==> config.mk <==
export PLATFORM = sky130hd
export DESIGN_NAME = vgd_gate_diag
export DESIGN_NICKNAME = d
export VERILOG_FILES = /design/src/hdl/vgd_pkg.sv /design/src/hdl/vgd_gate_diag.sv /design/src/hdl/vgd_filter.sv
export SDC_FILE = /design/constraint.sdc
export NUM_CORES = 1
export LEC_CHECK = 0
export ABC_AREA = 1
export ABC_CLOCK_PERIOD_IN_PS = 2440
export BUFFER_PORTS_ARGS = -buffer_cell sky130_fd_sc_hd__buf_2
export CORE_MARGIN = 2
export CORE_UTILIZATION = 55
export CTS_CLUSTER_DIAMETER = 150
export DETAILED_ROUTE_END_ITERATION = 10
export GPL_ROUTABILITY_DRIVEN = 0
export PLACE_DENSITY = 0.75
export SETUP_SLACK_MARGIN = 0.05
export SYNTH_ARGS = -nofsm -noshare
export SYNTH_HDL_FRONTEND = slang
export SYNTH_SLANG_ARGS = --single-unit
==> constraint.sdc <==
create_clock -name sys_clk -period 2.44 [get_ports sys_clk]
set_input_delay 0.366 -clock sys_clk [delete_from_list [all_inputs] [get_ports sys_clk]]
set_output_delay 0.366 -clock sys_clk [all_outputs]
set_load 0.02 [all_outputs]
==> src/hdl/vgd_pkg.sv <==
// Constants and types for the valve output gate and diagnostics block
// Summary of operation
// - Enabled, no fast-off, no fault: gate follows PWM
// - PWM drive overrides silent valve test request
// - Enable low, fast-off or fatal flag forces off
// - Fast-off-all command shuts all four outputs
// - Latch gate-high-seen at status bit 6
// - Latch gate-low-seen at status bit 7
// - Status read clears both gate history bits
// - Latch clamp-active flag when clamp conducts
// - Only clamp path outranks the enable discharge
// - Fast-on permit plus force-on turns channel on
// - Undercurrent counter up when on and low
// - Reported undercurrent clears when counter hits zero
// - Undercurrent follows filter, latched during valve test
// - Pull-down multiplexed per output at 125kHz
// - Openload debounced, bit D0, cleared on read
// - Overcurrent filtered 20us while on, shuts output
// - Overload keeps channel off until status read
// - Overcurrent bit latched, cleared by status read
// - Outputs one and two select overcurrent threshold
// - Temperature evaluated only while output on
// - Thermal warning sets D8, read clears after cooling
// - Overtemp filtered 40us, off until cool and read
package vgd_pkg;
  localparam int NCH = 4;
  localparam int CLK_MHZ = 250;
  localparam int OL_FILT_NS = 20000;
  localparam int OT_FILT_NS = 40000;
  localparam int TW_FILT_NS = 40000;
  localparam int OL_CYC = OL_FILT_NS * CLK_MHZ / 1000;
  localparam int OT_CYC = OT_FILT_NS * CLK_MHZ / 1000;
  localparam int TW_CYC = TW_FILT_NS * CLK_MHZ / 1000;
  localparam int MUX_HZ = 125000;
  localparam int MUX_CYC = CLK_MHZ * 1000000 / MUX_HZ;
  localparam int UC_MAX = 255;
  localparam int OPL_MAX = 15;
  localparam int FW = 14;
  localparam int CW = 11;
  localparam logic [FW-1:0] FILT_ZERO = 14'h0000;
  localparam logic [CW-1:0] CNT_ZERO = 11'h000;
  localparam int B_OPL = 0;
  localparam int B_UC = 1;
  localparam int B_OC = 2;
  localparam int B_TSD = 3;
  localparam int B_CLAMP = 5;
  localparam int B_GHI = 6;
  localparam int B_GLO = 7;
  localparam int B_TW = 8;
  localparam int SW = 9;
  typedef struct packed {
    logic gate_hi_cmp;
    logic gate_lo_cmp;
    logic clamp_cond;
    logic cur_low;
    logic cur_over_lo;
    logic cur_over_hi;
    logic temp_warn;
    logic temp_sd;
    logic openld_low;
  } vgd_sense_t;
  typedef enum logic [1:0] {
    CH_RUN  = 2'b00,
    CH_TRIP = 2'b01,
    CH_WAIT = 2'b10
  } vgd_ch_state_t;
endpackage

==> src/hdl/vgd_gate_diag.sv <==
// Four-channel output gating and output-stage diagnostics
`timescale 1ns/1ps
module vgd_gate_diag
  import vgd_pkg::*;
(
  input  wire logic            sys_clk,
  input  wire logic            rst_n,
  input  wire logic [NCH-1:0]  pwm_drive_signal,
  input  wire logic [NCH-1:0]  silent_valve_test,
  input  wire logic            hw_enable,
  input  wire logic            fast_off_all_cmd,
  input  wire logic            fast_on_permit,
  input  wire logic [NCH-1:0]  per_channel_force_on,
  input  wire logic [1:0]      oc_thresh_sel,
  input  wire logic [NCH-1:0]  status_read,
  input  wire vgd_sense_t      sense [NCH],
  output      logic [NCH-1:0]  gate_on,
  output      logic [NCH-1:0]  enable_discharge,
  output      logic [NCH-1:0]  offstate_pulldown,
  output      logic [NCH-1:0]  setpoint_zero,
  output      logic [SW-1:0]   status [NCH]
);
  logic            en_s1;
  logic            en_s2;
  vgd_sense_t      sn_s1 [NCH];
  vgd_sense_t      sn [NCH];
  logic [NCH-1:0]  fatal;
  logic [NCH-1:0]  next_gate;
  logic [NCH-1:0]  ch_on;
  logic [CW-1:0]   mux_cnt;
  logic [1:0]      mux_sel;
  logic            mux_tick;
  vgd_ch_state_t   st [NCH];

  // Enable pin and analogue comparators are asynchronous
  always_ff @(posedge sys_clk or negedge rst_n)
  begin
    if (!rst_n)
    begin
      en_s1 <= 1'b0;
      en_s2 <= 1'b0;
    end
    else
    begin
      en_s1 <= hw_enable;
      en_s2 <= en_s1;
    end
  end

  always_ff @(posedge sys_clk or negedge rst_n)
  begin
    if (!rst_n)
    begin
      for (int i = 0; i < NCH; i++)
      begin
        sn_s1[i] <= '0;
        sn[i]    <= '0;
      end
    end
    else
    begin
      for (int i = 0; i < NCH; i++)
      begin
        sn_s1[i] <= sense[i];
        sn[i]    <= sn_s1[i];
      end
    end
  end

  // Gate decision; off conditions checked first so nothing can override
  always_comb
  begin
    for (int i = 0; i < NCH; i++)
    begin
      fatal[i] = (st[i] != CH_RUN);
      if (!en_s2 || fast_off_all_cmd || fatal[i])
        next_gate[i] = 1'b0;
      else if (fast_on_permit && per_channel_force_on[i])
        next_gate[i] = 1'b1;
      else if (pwm_drive_signal[i])
        next_gate[i] = 1'b1;
      else
        next_gate[i] = silent_valve_test[i] & ~pwm_drive_signal[i];
    end
  end

  always_ff @(posedge sys_clk or negedge rst_n)
  begin
    if (!rst_n)
      gate_on <= '0;
    else
      gate_on <= next_gate;
  end

  // Separate discharge path; clamp conduction outranks it to save the FET
  always_ff @(posedge sys_clk or negedge rst_n)
  begin
    if (!rst_n)
      enable_discharge <= '0;
    else
      for (int i = 0; i < NCH; i++)
        enable_discharge[i] <= !en_s2 && !sn[i].clamp_cond;
  end

  assign ch_on = gate_on;

  // Pull-down visits each output in turn at a fixed rate
  assign mux_tick = (mux_cnt == CW'(MUX_CYC - 1));
  always_ff @(posedge sys_clk or negedge rst_n)
  begin
    if (!rst_n)
    begin
      mux_cnt <= CNT_ZERO;
      mux_sel <= 2'b00;
    end
    else if (mux_tick)
    begin
      mux_cnt <= CNT_ZERO;
      mux_sel <= mux_sel + 2'b01;
    end
    else
      mux_cnt <= mux_cnt + 1'b1;
  end

  always_ff @(posedge sys_clk or negedge rst_n)
  begin
    if (!rst_n)
      offstate_pulldown <= '0;
    else
      for (int i = 0; i < NCH; i++)
        // Next gate value, so the pull-down never overlaps an on gate
        offstate_pulldown[i] <= (mux_sel == 2'(i)) && !next_gate[i];
  end

  genvar g;
  generate
    for (g = 0; g < NCH; g++)
    begin : g_ch
      logic uc_hit;
      logic uc_zero;
      logic ol_hit;
      logic oc_hit;
      logic ot_hit;
      logic tw_hit;
      logic tw_zero;
      logic ot_zero;
      logic oc_cond;
      logic oc_thr_hi;
      logic opl_up;
      logic rd;
      logic uc_rep;
      logic svt_latch;

      assign rd = status_read[g];
      assign oc_thr_hi = (g < 2) ? oc_thresh_sel[g % 2] : 1'b0;
      assign oc_cond = ch_on[g] &&
        (oc_thr_hi ? sn[g].cur_over_hi : sn[g].cur_over_lo);
      // Openload sampled only while pull-down sits on this output;
      // between visits the debounce keeps its verdict
      assign opl_up = offstate_pulldown[g] ? sn[g].openld_low
                                           : ol_hit;

      vgd_filter #(.LIMIT(FW'(UC_MAX))) u_uc (
        .sys_clk (sys_clk),
        .rst_n   (rst_n),
        .up      (ch_on[g] && sn[g].cur_low),
        .clr     (1'b0),
        .hit     (uc_hit),
        .zero    (uc_zero)
      );
      vgd_filter #(.LIMIT(FW'(OPL_MAX))) u_opl (
        .sys_clk (sys_clk),
        .rst_n   (rst_n),
        .up      (opl_up),
        .clr     (1'b0),
        .hit     (ol_hit),
        .zero    ()
      );
      vgd_filter #(.LIMIT(FW'(OL_CYC))) u_oc (
        .sys_clk (sys_clk),
        .rst_n   (rst_n),
        .up      (oc_cond),
        .clr     (!ch_on[g]),
        .hit     (oc_hit),
        .zero    ()
      );
      // Temperature only filtered while on; an off output lets it decay
      vgd_filter #(.LIMIT(FW'(OT_CYC))) u_ot (
        .sys_clk (sys_clk),
        .rst_n   (rst_n),
        .up      (ch_on[g] ? sn[g].temp_sd : 1'b0),
        .clr     (1'b0),
        .hit     (ot_hit),
        .zero    (ot_zero)
      );
      vgd_filter #(.LIMIT(FW'(TW_CYC))) u_tw (
        .sys_clk (sys_clk),
        .rst_n   (rst_n),
        .up      (ch_on[g] ? sn[g].temp_warn : 1'b0),
        .clr     (1'b0),
        .hit     (tw_hit),
        .zero    (tw_zero)
      );

      // Undercurrent tracking: follows filter unless seen in valve test
      always_ff @(posedge sys_clk or negedge rst_n)
      begin
        if (!rst_n)
        begin
          uc_rep    <= 1'b0;
          svt_latch <= 1'b0;
        end
        else
        begin
          if (uc_hit)
            uc_rep <= 1'b1;
          else if (uc_zero)
            uc_rep <= 1'b0;
          if (uc_hit && silent_valve_test[g])
            svt_latch <= 1'b1;
          else if (rd)
            svt_latch <= 1'b0;
        end
      end

      // Fault state; a read leaves trip even during a set, while in wait a set wins over release
      always_ff @(posedge sys_clk or negedge rst_n)
      begin
        if (!rst_n)
          st[g] <= CH_RUN;
        else
          case (st[g])
            CH_RUN:
              if (oc_hit || ot_hit)
                st[g] <= CH_TRIP;
            CH_TRIP:
              if (rd)
                st[g] <= CH_WAIT;
            CH_WAIT:
              if (oc_hit || ot_hit)
                st[g] <= CH_TRIP;
              else if (ot_zero && !status[g][B_OC] &&
                       !status[g][B_TSD])
                st[g] <= CH_RUN;
            default:
              st[g] <= CH_RUN;
          endcase
      end

      always_ff @(posedge sys_clk or negedge rst_n)
      begin
        if (!rst_n)
          setpoint_zero[g] <= 1'b0;
        else
          setpoint_zero[g] <= (st[g] != CH_RUN);
      end

      // Status word; every hardware set outranks the read clear
      always_ff @(posedge sys_clk or negedge rst_n)
      begin
        if (!rst_n)
          status[g] <= '0;
        else
        begin
          status[g][B_GHI] <= sn[g].gate_hi_cmp ||
                              (status[g][B_GHI] && !rd);
          status[g][B_GLO] <= sn[g].gate_lo_cmp ||
                              (status[g][B_GLO] && !rd);
          status[g][B_CLAMP] <= sn[g].clamp_cond ||
                                (status[g][B_CLAMP] && !rd);
          status[g][B_OPL] <= ol_hit || (status[g][B_OPL] && !rd);
          status[g][B_UC]  <= uc_rep || svt_latch;
          status[g][B_OC]  <= oc_hit || (status[g][B_OC] && !rd);
          status[g][B_TSD] <= ot_hit ||
                              (status[g][B_TSD] && !(rd && ot_zero));
          status[g][B_TW]  <= tw_hit ||
                              (status[g][B_TW] && !(rd && tw_zero));
          status[g][4]     <= 1'b0;
        end
      end

      AST_OFF_FAST: assert property (@(posedge sys_clk) disable iff (!rst_n)
        (fast_off_all_cmd || fatal[g]) |=> !gate_on[g])
        else $error("gate on during forced off");
      AST_FAST_OFF_ALL_CMD: assert property (@(posedge sys_clk) disable iff (!rst_n)
        fast_off_all_cmd |=> (gate_on == '0))
        else $error("fast off did not clear all gates");
      AST_RUN_PWM: assert property (@(posedge sys_clk) disable iff (!rst_n)
        (en_s2 && !fast_off_all_cmd && !fatal[g] && !fast_on_permit)
        |=> (gate_on[g] == $past(pwm_drive_signal[g] ||
                                 silent_valve_test[g])))
        else $error("gate not following drive");
      AST_FORCE_ON: assert property (@(posedge sys_clk) disable iff (!rst_n)
        (en_s2 && !fast_off_all_cmd && !fatal[g] && fast_on_permit &&
         per_channel_force_on[g]) |=> gate_on[g])
        else $error("force on ignored");
      AST_GHI_HOLD: assert property (@(posedge sys_clk) disable iff (!rst_n)
        (sn[g].gate_hi_cmp) |=> status[g][B_GHI])
        else $error("gate high not latched");
      AST_RD_CLR: assert property (@(posedge sys_clk) disable iff (!rst_n)
        (rd && !sn[g].gate_hi_cmp && !sn[g].gate_lo_cmp)
        |=> (!status[g][B_GHI] && !status[g][B_GLO]))
        else $error("read did not clear gate history");
      AST_OC_TRIP: assert property (@(posedge sys_clk) disable iff (!rst_n)
        oc_hit |=> (st[g] == CH_TRIP && status[g][B_OC]) ##1 !gate_on[g])
        else $error("overload did not trip");
      AST_TRIP_HOLD: assert property (@(posedge sys_clk) disable iff (!rst_n)
        (st[g] == CH_TRIP && !rd) |=> st[g] == CH_TRIP)
        else $error("trip released without read");
    end
  endgenerate
endmodule

==> src/hdl/vgd_filter.sv <==
// Saturating up/down debounce counter with threshold flag
`timescale 1ns/1ps
module vgd_filter
  import vgd_pkg::*;
#(
  parameter logic [FW-1:0] LIMIT = 14'h0010
)
(
  input  wire logic sys_clk,
  input  wire logic rst_n,
  input  wire logic up,
  input  wire logic clr,
  output      logic hit,
  output      logic zero
);
  logic [FW-1:0] cnt;

  // Counts up on condition, down otherwise; clr forces zero
  always_ff @(posedge sys_clk or negedge rst_n)
  begin
    if (!rst_n)
      cnt <= FILT_ZERO;
    else if (clr)
      cnt <= FILT_ZERO;
    else if (up && cnt != LIMIT)
      cnt <= cnt + 1'b1;
    else if (!up && cnt != FILT_ZERO)
      cnt <= cnt - 1'b1;
  end

  assign hit  = (cnt == LIMIT);
  assign zero = (cnt == FILT_ZERO);
endmodule

==> reports/metrics.csv, run 1 <==
stage;metric;value;unit
outcome;outcome;finished with violations;
outcome;failing checks;negative setup slack;
floorplan;core area;0.05109;mm^2
place;I/O Buffers;104;
final_layout;design area;0.03744;mm^2
synthesis;Synth Register Bits;427;
timing;clock skew;0.01002;ns
synthesis;Area contributors post-synth;dfrtp_1 38%, nand2_1 15%, ha_1 11%;
worst_setup_path;worst-path maximum fanout;5;
clock_tree;worst skew pair latency;0.60;ns
floorplan;Die Span Y;230.6;um
clock_tree;cts bufs inserted;49;
power_and_ir_drop;Power Density;1253;mW/mm^2
final_layout;Non-Filler Instances;5024;
synthesis;synthesized instance count;3820;
timing;Tmin final;2.453;ns
clock_tree;Worst-path clk slew;0.06;ns
synthesis;library cells used by synthesis;46;
worst_setup_path;WP data required;2.97;ns
worst_setup_path;crit path from;g_ch[2].u_ot.cnt[7];
timing;RSZ-0062 raised after global routing;true;
synthesis;Synth Area in XOR/XNOR;4.465;%
hold_path;Hold Crit Class;in -> reg;
timing;Hold Slack;0.03497;ns
route;via count;26950;
final_layout;Sequential cell area;0.01069;mm^2
route;# DRC;0;
place;DP Cell Count;4801;
timing;fmax;407.7;MHz
synthesis;post-synthesis mux area share;0;%
floorplan;Rows;83;
floorplan;Starting Density;55.28;%
final_layout;area delta synth->final;32.56;%
global_route;initial antenna violation count;1;
timing;Tcrit/Tclk final;100.5;%
synthesis;Synth Area in Compound Gates;8.359;%
synthesis;Synth area leader;dfrtp_1;
timing;slack of the critical path;-0.01256;ns
global_route;grt ovf;0;
worst_setup_path;CP Launch Type;flip-flop;
final_layout;share of cells above drive strength 1;25.58;%
synthesis;Post-Synthesis Cell Area;0.02825;mm^2
timing;Setup Viol. Count Final;2;
power_and_ir_drop;Pwr Total;46.92;mW
power_and_ir_drop;Max VDD drop;0.8245;mV
worst_setup_path;CP Data Arrival Time;2.98;ns
floorplan;Die ar.;0.05319;mm^2
synthesis;Post-Synth Simple-Gate Area;30.36;%
synthesis;Adder-Cell Fraction of Synth Area;12.76;%
route;drt wl/cell;15.11;um
synthesis;Yosys top cell area share;37.83;%
floorplan;Die Wd;230.6;um
clock_tree;clk buf depth;3;
timing;fin. max-slew vios;0;
global_route;total track usage;25.44;%
global_route;largest net degree at the start of global routing;64;
synthesis;dominant synthesized flop cell;dfrtp_1;
global_route;vias in the first global route;24550;
worst_setup_path;Reg-to-Reg Start;g_ch[2].u_ot.cnt[7];
hold_path;HP Start;per_channel_force_on[2];
timing;Fin Setup TNS;-0.01326;ns
final_layout;# fillers;3672;
worst_setup_path;CP endpoint kind;flip-flop;
synthesis;synthesized area per cell;7.394;um^2
place;post-detailed-placement half-perimeter wirelength;49.84;mm
global_route;first-pass GRT wire length;113.2;mm
timing;Final Hold Viols;0;
route;DR iter-0 viols;1681;
clock_tree;CTS root buffer;clkbuf_16;
timing;Rel. slew slack;52.27;%
clock_tree;Clock Sinks;427;
final_layout;Multi-input gate area;0.01895;mm^2
route;final WL;75.93;mm
synthesis;register area share after synthesis;37.83;%
job;max cap viols;0;
power_and_ir_drop;leak pwr;19.32;nW
worst_setup_path;crit path kind;reg -> reg;
clock_tree;CTS H-tree lvls;2;
synthesis;largest family of logic cells by synthesized area;simple AND/OR/NAND/NOR gates;
place;placed inst area;0.03133;mm^2
synthesis;ys async rst share;100.0;%
floorplan;Ports;111;
route;post-route ant nets;0;
timing;Slew @ Worst Pin;0.7115;ns
route;drt first pass iters;7;
synthesis;Yosys warnings;0;
clock_tree;CTS tree;yes;
synthesis;Post-synth EDFFs;0;
final_layout;nets;4640;
route;DR vias/cell;5.364;
## cell usage after synthesis (all sizes together), types with 5 or more instances
cell type,number
xor2,71
o21bai,27
nand3b,14
buf,13
nor2b,5
o21ai,119
nor2,539
inv,433
nand2,1167
or2,24
a21o,29
clkinv,7
a31oi,26
nand4,30
xnor2,73
and2,9
nor3,42
dfrtp,427
nand3,268
fa,20
o21a,6
ha,256
a21oi,205
## report_power, final
group | internal, mW | leakage [nW] | switching (mW)
combinational | 12.5 | 13.2 | 15.5
sequential | 9.16 | 5.31 | 1.77
clock | 4.89 | 0.852 | 3.11
total | 26.5 | 19.3 | 20.4
## flip-flops by register name, summed over array words and instances (netlist names), 8 cells and up
signal          count
status             32
g_ch.u_opl.cnt     56
sn_s1              34
g_ch.u_ot.cnt      56
g_ch.u_tw.cnt      56
sn                 34
st                  8
g_ch.u_oc.cnt      56
g_ch.u_uc.cnt      56
mux_cnt            11
## logic make-up after synthesis
family,Yosys count
xor+xnor,144
buf+inv,453
simple gates,2099
other cells,1
fa+ha+maj,276
compound gates,420
flops,427
## cell usage in the layout (no fill, tap or decap), types with 12 or more instances in the layout
cell type	instances
a21o_1	29
a21oi_1	105
a21oi_2	91
a31oi_1	25
buf_12	17
buf_2	103
buf_4	250
buf_6	24
clkbuf_16	51
clkinv_2	16
dfrtp_1	421
dlygate4sd3_1	37
fa_2	16
ha_1	126
ha_2	13
ha_4	117
inv_1	400
inv_2	30
nand2_1	1007
nand2_2	146
nand2_4	14
nand3_1	229
nand3_2	30
nand3b_1	14
nand4_1	30
nor2_1	473
nor2_2	53
nor2_4	13
nor3_1	25
nor3_2	12
o21ai_0	81
o21ai_1	23
o21ai_2	14
o21bai_1	24
or2_2	16
xnor2_1	72
xor2_1	70
## critical path, stage by stage (launching register included)
cell	delay (ns)
dfrtp_1	0.42
nor2_2	0.20
nand3_1	0.09
nor2_1	0.15
nand2_2	0.10
nand3_4	0.12
buf_8	0.15
ha_1	0.32
nand2_2	0.13
nor2_1	0.06
nor2_1	0.17
nand2_2	0.11
nand2_2	0.08
nand2_1	0.06
nand2_1	0.06
nand2_1	0.05
nor2_1	0.12
## path summary, 6_finish.rpt
path,end,slack (ns),depth (start not counted)
min in group asynchronous,g_ch[0].u_oc.cnt[6],0.31,2
worst min-delay path,gate_on[2],0.03,3
worst max register to register,g_ch[2].u_ot.cnt[11],-0.01,16
worst min register to register,en_s2,0.34,0
worst max-delay path,g_ch[2].u_ot.cnt[11],-0.01,16
max in group asynchronous,g_ch[3].u_oc.cnt[11],1.31,4
## final cells by class
| cell class | instances | share of cell area (%) |
|---|---|---|
| Clock buffer | 60 | 3.519 |
| Sequential cell | 427 | 28.56 |
| Clock inverter | 29 | 1.096 |
| Inverter | 440 | 4.444 |
| Antenna cell | 1 | 0.006683 |
| Multi-Input combinational cell | 2945 | 50.60 |
| Tap cell | 680 | 2.272 |
| Timing Repair Buffer | 442 | 9.504 |
## layer usage
layer / wire [um] / GRT usage, % / share of wire (%) / up-vias
met3: 3900 / 4.113 / 5.1 / 152
met2: 37380 / 42.37 / 49 / 711
li1: - / - / - / 13280
met5: 0 / 0 / 0 / -
met1: 32560 / 34.21 / 43 / 12810
met4: 2086 / 7.681 / 2.7 / 0
## timing repair
item,in CTS,in global routing
pin swaps,5,201
gates cloned,0,5
endpoints found under the hold margin,86,0
hold buffers,37,0
gates resized for setup,53,670
buffers inserted,2,89
endpoints found under the setup margin,67,173
## through the flow
step	setup WS, ns	util [%]
detailed placement	-0.08393	61.32
CTS	0.03298	65.82
floorplan	0.04692	-
global placement	0.006184	61.32
finish	-0.01256	73.28
global route	-0.1885	73.28
Power figures use the tool's default switching activity.
==> run 2, diff against run 1 <==
--- a/config.mk
+++ b/config.mk
@@ -5,15 +5,16 @@
 export SDC_FILE = /design/constraint.sdc
 export NUM_CORES = 1
 export LEC_CHECK = 0
-export ABC_AREA = 1
 export ABC_CLOCK_PERIOD_IN_PS = 2440
 export BUFFER_PORTS_ARGS = -buffer_cell sky130_fd_sc_hd__buf_2
 export CORE_MARGIN = 2
 export CORE_UTILIZATION = 55
 export CTS_CLUSTER_DIAMETER = 150
+export CTS_CLUSTER_SIZE = 10
 export DETAILED_ROUTE_END_ITERATION = 10
 export GPL_ROUTABILITY_DRIVEN = 0
 export PLACE_DENSITY = 0.75
+export REMOVE_ABC_BUFFERS = 1
 export SETUP_SLACK_MARGIN = 0.05
 export SYNTH_ARGS = -nofsm -noshare
 export SYNTH_HDL_FRONTEND = slang
==> reports/metrics.csv, run 2 <==
stage;metric;value;unit;change
outcome;outcome;did not finish;;
outcome;Stopped at;5_1_grt;;
outcome;First Err;[ERROR GRT-0232] Routing congestion too high. Check the congestion heatmap in the GUI.;;
synthesis;Post-synth EDFFs;0;;unchanged
synthesis;Post-Synthesis Cell Area;0.02521;mm^2;-11%
global_route;largest net degree at the start of global routing;76;;
synthesis;Synth Register Bits;427;;unchanged
clock_tree;Clock Sinks;427;;unchanged
synthesis;Area contributors post-synth;dfrtp_1 42%, ha_1 13%, nor2_1 4.3%;;
synthesis;library cells used by synthesis;82;;+78%
synthesis;ys async rst share;100.0;%;unchanged
synthesis;Post-synth top cells;427 x dfrtp_1, 289 x nor2_1, 256 x ha_1;;
floorplan;Die Wd;218.1;um;-5.4%
synthesis;register area share after synthesis;42.38;%;+4.6 points
clock_tree;clk buf depth;3;;unchanged
synthesis;Yosys warnings;0;;unchanged
clock_tree;CTS H-tree lvls;2;;unchanged
clock_tree;CTS root buffer;clkbuf_16;;
floorplan;Die Span Y;218.1;um;-5.4%
synthesis;Yosys top cell area share;42.38;%;+4.6 points
synthesis;synthesized instance count;2591;;-32%
synthesis;count leader, synth;dfrtp_1;;
timing;worst endpoint type;register data pin;;
timing;Worst EP post-GRT repair;g_ch[3].u_oc.cnt[13]$_DFFE_PN0P_/D;;
clock_tree;cts bufs inserted;48;;-2.0%
place;I/O Buffers;104;;unchanged
floorplan;Ports;111;;unchanged
place;DP Cell Count;4120;;-14%
synthesis;dominant synthesized flop cell;dfrtp_1;;
global_route;grt ovf;427;;
place;post-detailed-placement half-perimeter wirelength;50.75;mm;+1.8%
floorplan;Starting Density;55.68;%;+0.40 points
synthesis;synthesized area per cell;9.731;um^2;+32%
floorplan;Rows;78;;-6.0%
global_route;total track usage;83.61;%;
synthesis;Synth area leader;dfrtp_1;;
[run 2: cell count changes after synthesis, moves of 49 or more]
cell / previous run / this run
nor2_1: 537 / 289
nand3_1: 265 / 67
inv_1: 421 / 100
a21o_1: 29 / 97
nand2b_1: 0 / 49
o21ai_0: 111 / 198
nand2_1: 1151 / 143
[run 2: per-layer routing]
| metal | track usage, % | overflow |
|---|---|---|
| met5 | 33.02 | 2 |
| met4 | 88.55 | 159 |
| met2 | 98.75 | 243 |
| met3 | 70.26 | 20 |
| met1 | 81.73 | 3 |
[run 2: cells by family after synthesis]
group                    after synthesis  synth area share, %
XOR/XNOR                             205                7.121
multiplexers                          12               0.4764
adder cells (fa/ha/maj)              276                14.29
AND/OR/NAND/NOR                      867                16.82
other                                  1              0.01487
AO/OA/AOI/OAI                        672                16.80
flip-flops                           427                42.38
buffers and inverters                131                2.089
[run 2: repair_timing]
item | in CTS
pin swaps | 491
hold buffers | 38
hold endpoints to repair | 78
buffers inserted | 320
gates resized for setup | 766
setup endpoints to repair | 228
cloned | 3
[run 2: stage by stage]
step | utilization [%] | hold slack (ns) | cell area (um^2) | TNS, ns | setup WS [ns]
after floorplan | - | 0.07041 | 25070 | -78.15 | -1.482
after global placement | 72.45 | 0.3127 | 32810 | -94.69 | -1.186
after detailed placement | 72.45 | 0.3119 | 32810 | -116.82 | -1.359
after CTS | 88.72 | 0.02180 | 40170 | -76.11 | -1.196
==> run 3, diff against run 2 <==
==> config.mk (replaced) <==
export PLATFORM = sky130hd
export DESIGN_NAME = vgd_gate_diag
export DESIGN_NICKNAME = d
export VERILOG_FILES = /design/src/hdl/vgd_pkg.sv /design/src/hdl/vgd_gate_diag.sv /design/src/hdl/vgd_filter.sv
export SDC_FILE = /design/constraint.sdc
export NUM_CORES = 1
export LEC_CHECK = 0
export ABC_CLOCK_PERIOD_IN_PS = 3170
export BUFFER_PORTS_ARGS = -buffer_cell sky130_fd_sc_hd__buf_2
export CORE_MARGIN = 2
export CORE_UTILIZATION = 40
export DETAILED_ROUTE_END_ITERATION = 10
export GPL_ROUTABILITY_DRIVEN = 0
export PLACE_DENSITY_LB_ADDON = 0.15
export REMOVE_ABC_BUFFERS = 1
export SYNTH_ARGS = -nofsm -noshare
export SYNTH_HDL_FRONTEND = slang
export SYNTH_SLANG_ARGS = --single-unit
==> constraint.sdc (replaced) <==
create_clock -name sys_clk -period 3.17 [get_ports sys_clk]
set_input_delay 0.4755 -clock sys_clk [delete_from_list [all_inputs] [get_ports sys_clk]]
set_output_delay 0.4755 -clock sys_clk [all_outputs]
set_load 0.02 [all_outputs]
==> reports/metrics.csv, run 3 <==
stage;metric;value;unit;change
synthesis;Post-Synthesis Cell Area;0.02521;mm^2;unchanged
global_route;vias in the first global route;21930;;
clock_tree;Clock Sinks;427;;unchanged
worst_setup_path;WP data required;3.64;ns;
clock_tree;CTS H-tree lvls;2;;unchanged
worst_setup_path;CP endpoint kind;flip-flop;;
final_layout;design area;0.03451;mm^2;
floorplan;core area;0.06274;mm^2;
synthesis;library cells used by synthesis;82;;unchanged
synthesis;synthesized instance count;2591;;unchanged
timing;Fin Setup TNS;-2.988;ns;
worst_setup_path;crit path kind;reg -> reg;;
place;DP Cell Count;3897;;-5.4%
synthesis;dominant synthesized flop cell;dfrtp_1;;
global_route;initial antenna violation count;1;;
hold_path;Hold Crit Class;in -> reg;;
final_layout;area delta synth->final;36.89;%;
final_layout;most frequent cells in the layout;489 x buf_4, 425 x dfrtp_1, 277 x nor2_1;;
synthesis;register area share after synthesis;42.38;%;unchanged
power_and_ir_drop;Power Density;884.8;mW/mm^2;
synthesis;Post-synth top cells;427 x dfrtp_1, 289 x nor2_1, 256 x ha_1;;
route;DR iter-0 viols;1117;;
power_and_ir_drop;proportion of power drawn by the clock network;18.6;%;
final_layout;final core occ;55.02;%;
global_route;first-pass GRT wire length;104.8;mm;
power_and_ir_drop;Max VDD drop;0.4889;mV;
floorplan;Ports;111;;unchanged
timing;clock skew;0.02683;ns;
floorplan;Die Wd;255.1;um;+17%
timing;RSZ-0062 raised after global routing;true;;
power_and_ir_drop;switching share of power;37.45;%;
timing;Hold Slack;0.04255;ns;
job;max cap viols;0;;
synthesis;synthesized area per cell;9.731;um^2;unchanged
power_and_ir_drop;leak pwr;16.38;nW;
timing;slack of the critical path;-0.4093;ns;
timing;Final Hold Viols;0;;
synthesis;Synth Register Bits;427;;unchanged
timing;Slew @ Worst Pin;0.9234;ns;
place;I/O Buffers;104;;unchanged
worst_setup_path;worst-path maximum fanout;2;;
route;drt first pass iters;5;;
synthesis;Post-synth EDFFs;0;;unchanged
synthesis;Area contributors post-synth;dfrtp_1 42%, ha_1 13%, nor2_1 4.3%;;
synthesis;count leader, synth;dfrtp_1;;
outcome;outcome;finished with violations;;
synthesis;Yosys warnings;0;;unchanged
floorplan;Starting Density;40.19;%;-15 points
timing;fin. max-slew vios;0;;
timing;Tcrit/Tclk final;112.9;%;
clock_tree;CTS tree;yes;;
clock_tree;Worst-path clk slew;0.06;ns;
worst_setup_path;CP Launch Type;flip-flop;;
place;post-detailed-placement half-perimeter wirelength;44.69;mm;-12%
route;post-route ant nets;0;;
clock_tree;worst skew pair latency;0.60;ns;
power_and_ir_drop;Net Switching;11.44;mW;
route;final WL;64.34;mm;
final_layout;nets;3626;;
timing;Setup Viol. Count Final;18;;
final_layout;# fillers;5486;;
final_layout;ANT cells;0;;
synthesis;Yosys top cell area share;42.38;%;unchanged
route;via count;21580;;
clock_tree;CTS root buffer;clkbuf_16;;
global_route;largest net degree at the start of global routing;73;;
synthesis;ys async rst share;100.0;%;unchanged
floorplan;Die Span Y;255.1;um;+17%
final_layout;most common library cell in the layout ignoring fill and taps;buf_4;;
route;drt wl/cell;15.42;um;
power_and_ir_drop;Power Internal;19.10;mW;
global_route;total track usage;19.39;%;
floorplan;Rows;92;;+18%
global_route;grt ovf;0;;
power_and_ir_drop;Combinational Power Share;54.8;%;
timing;Tmin final;3.579;ns;
power_and_ir_drop;Flop pwr share;26.6;%;
clock_tree;cts bufs inserted;50;;+4.2%
route;DR vias/cell;5.171;;
synthesis;Synth area leader;dfrtp_1;;
timing;fmax;279.4;MHz;
final_layout;share of cells above drive strength 1;30.42;%;
route;# DRC;0;;
worst_setup_path;CP Data Arrival Time;4.05;ns;
clock_tree;clk buf depth;3;;unchanged
timing;Rel. slew slack;38.21;%;
outcome;failing checks;negative setup slack;;
final_layout;Non-Filler Instances;4173;;
place;placed inst area;0.02964;mm^2;-9.6%
floorplan;Die ar.;0.06506;mm^2;
run 3: cell counts after synthesis:
No cell type changed its count.
run 3: logic make-up (layout without fill, tap and decap cells):
kind of cell | Yosys count | after routing | synth area share [%]
AO/OA/AOI/OAI | 672 | 672 | 16.80
XOR/XNOR | 205 | 205 | 7.121
adder cells (fa/ha/maj) | 276 | 276 | 14.29
buffers and inverters | 131 | 864 | 2.089
flip-flops | 427 | 427 | 42.38
multiplexers | 12 | 12 | 0.4764
other | 1 | 4 | 0.01487
AND/OR/NAND/NOR | 867 | 867 | 16.82
run 3: final timing paths:
path	startpoint	endpoint	slack, ns	cells after the start
min in group asynchronous	rst_n	sn_s1[11]	0.49	2
min reg2reg	sn_s1[32]	sn[32]	0.34	0
max	g_ch[3].u_oc.cnt[11]	g_ch[3].u_oc.cnt[9]	-0.41	14
max reg2reg	g_ch[3].u_oc.cnt[11]	g_ch[3].u_oc.cnt[9]	-0.41	14
min	sense[29]	sn_s1[29]	0.04	1
max in group asynchronous	rst_n	g_ch[0].u_ot.cnt[6]	1.81	3
run 3: layout make-up:
cell class	instances	area, um^2	area share, %
clock buffer	70	1406	4.075
clock inverter	18	201.4	0.5836
inverter	100	381.6	1.106
multi-input combinational	2036	15580	45.13
sequential	427	10690	30.97
tap	846	1059	3.067
timing repair buffer	676	5202	15.07
run 3: through the flow:
step | setup WS (ns) | power, mW
finish | -0.4093 | 30.54
CTS | -0.4276 | 29.24
global route | -0.4944 | 33.10
detailed placement | -0.5718 | 22.23
floorplan | -0.7521 | 17.43
global placement | -0.5631 | 21.75
run 3: metal layers:
| metal | GRT usage (%) | wire (um) |
|---|---|---|
| met5 | 0 | 0 |
| met4 | 6.149 | 1729 |
| met1 | 24.62 | 28390 |
| met2 | 33.70 | 32150 |
| met3 | 3.183 | 2067 |
run 3: power groups by stage:
| stage | Sequential (mW) | Clock (mW) | Combinational [mW] |
|---|---|---|---|
| finish | 8.11 | 5.69 | 16.7 |
| global route | 8.30 | 6.10 | 18.7 |
| CTS | 8.04 | 5.88 | 15.3 |
| detailed placement | 8.05 | 0 | 14.2 |
| global placement | 8.02 | 0 | 13.7 |
| floorplan | 7.86 | 0 | 9.58 |
run 3: what timing repair did:
action | CTS | global route
buffers inserted | 102 | 63
gates cloned | 0 | 1
pin swaps | 90 | 159
hold endpoints to repair | 95 | 0
resized for setup | 158 | 233
hold buffers | 35 | 0
setup endpoints to repair | 61 | 117
run 3: critical path, cell delays in order (launching register included):
cell and delay, ns:
dfrtp_1 0.38, or4_4 0.53, or4_4 0.53, nor3_4 0.17, nand2_2 0.11, nand3_4 0.10
ha_4 0.20, a21o_1 0.15, a21o_1 0.17, a2111o_1 0.38, a31o_4 0.24, a31oi_4 0.18
buf_6 0.12, xor2_1 0.13, o21ai_1 0.07
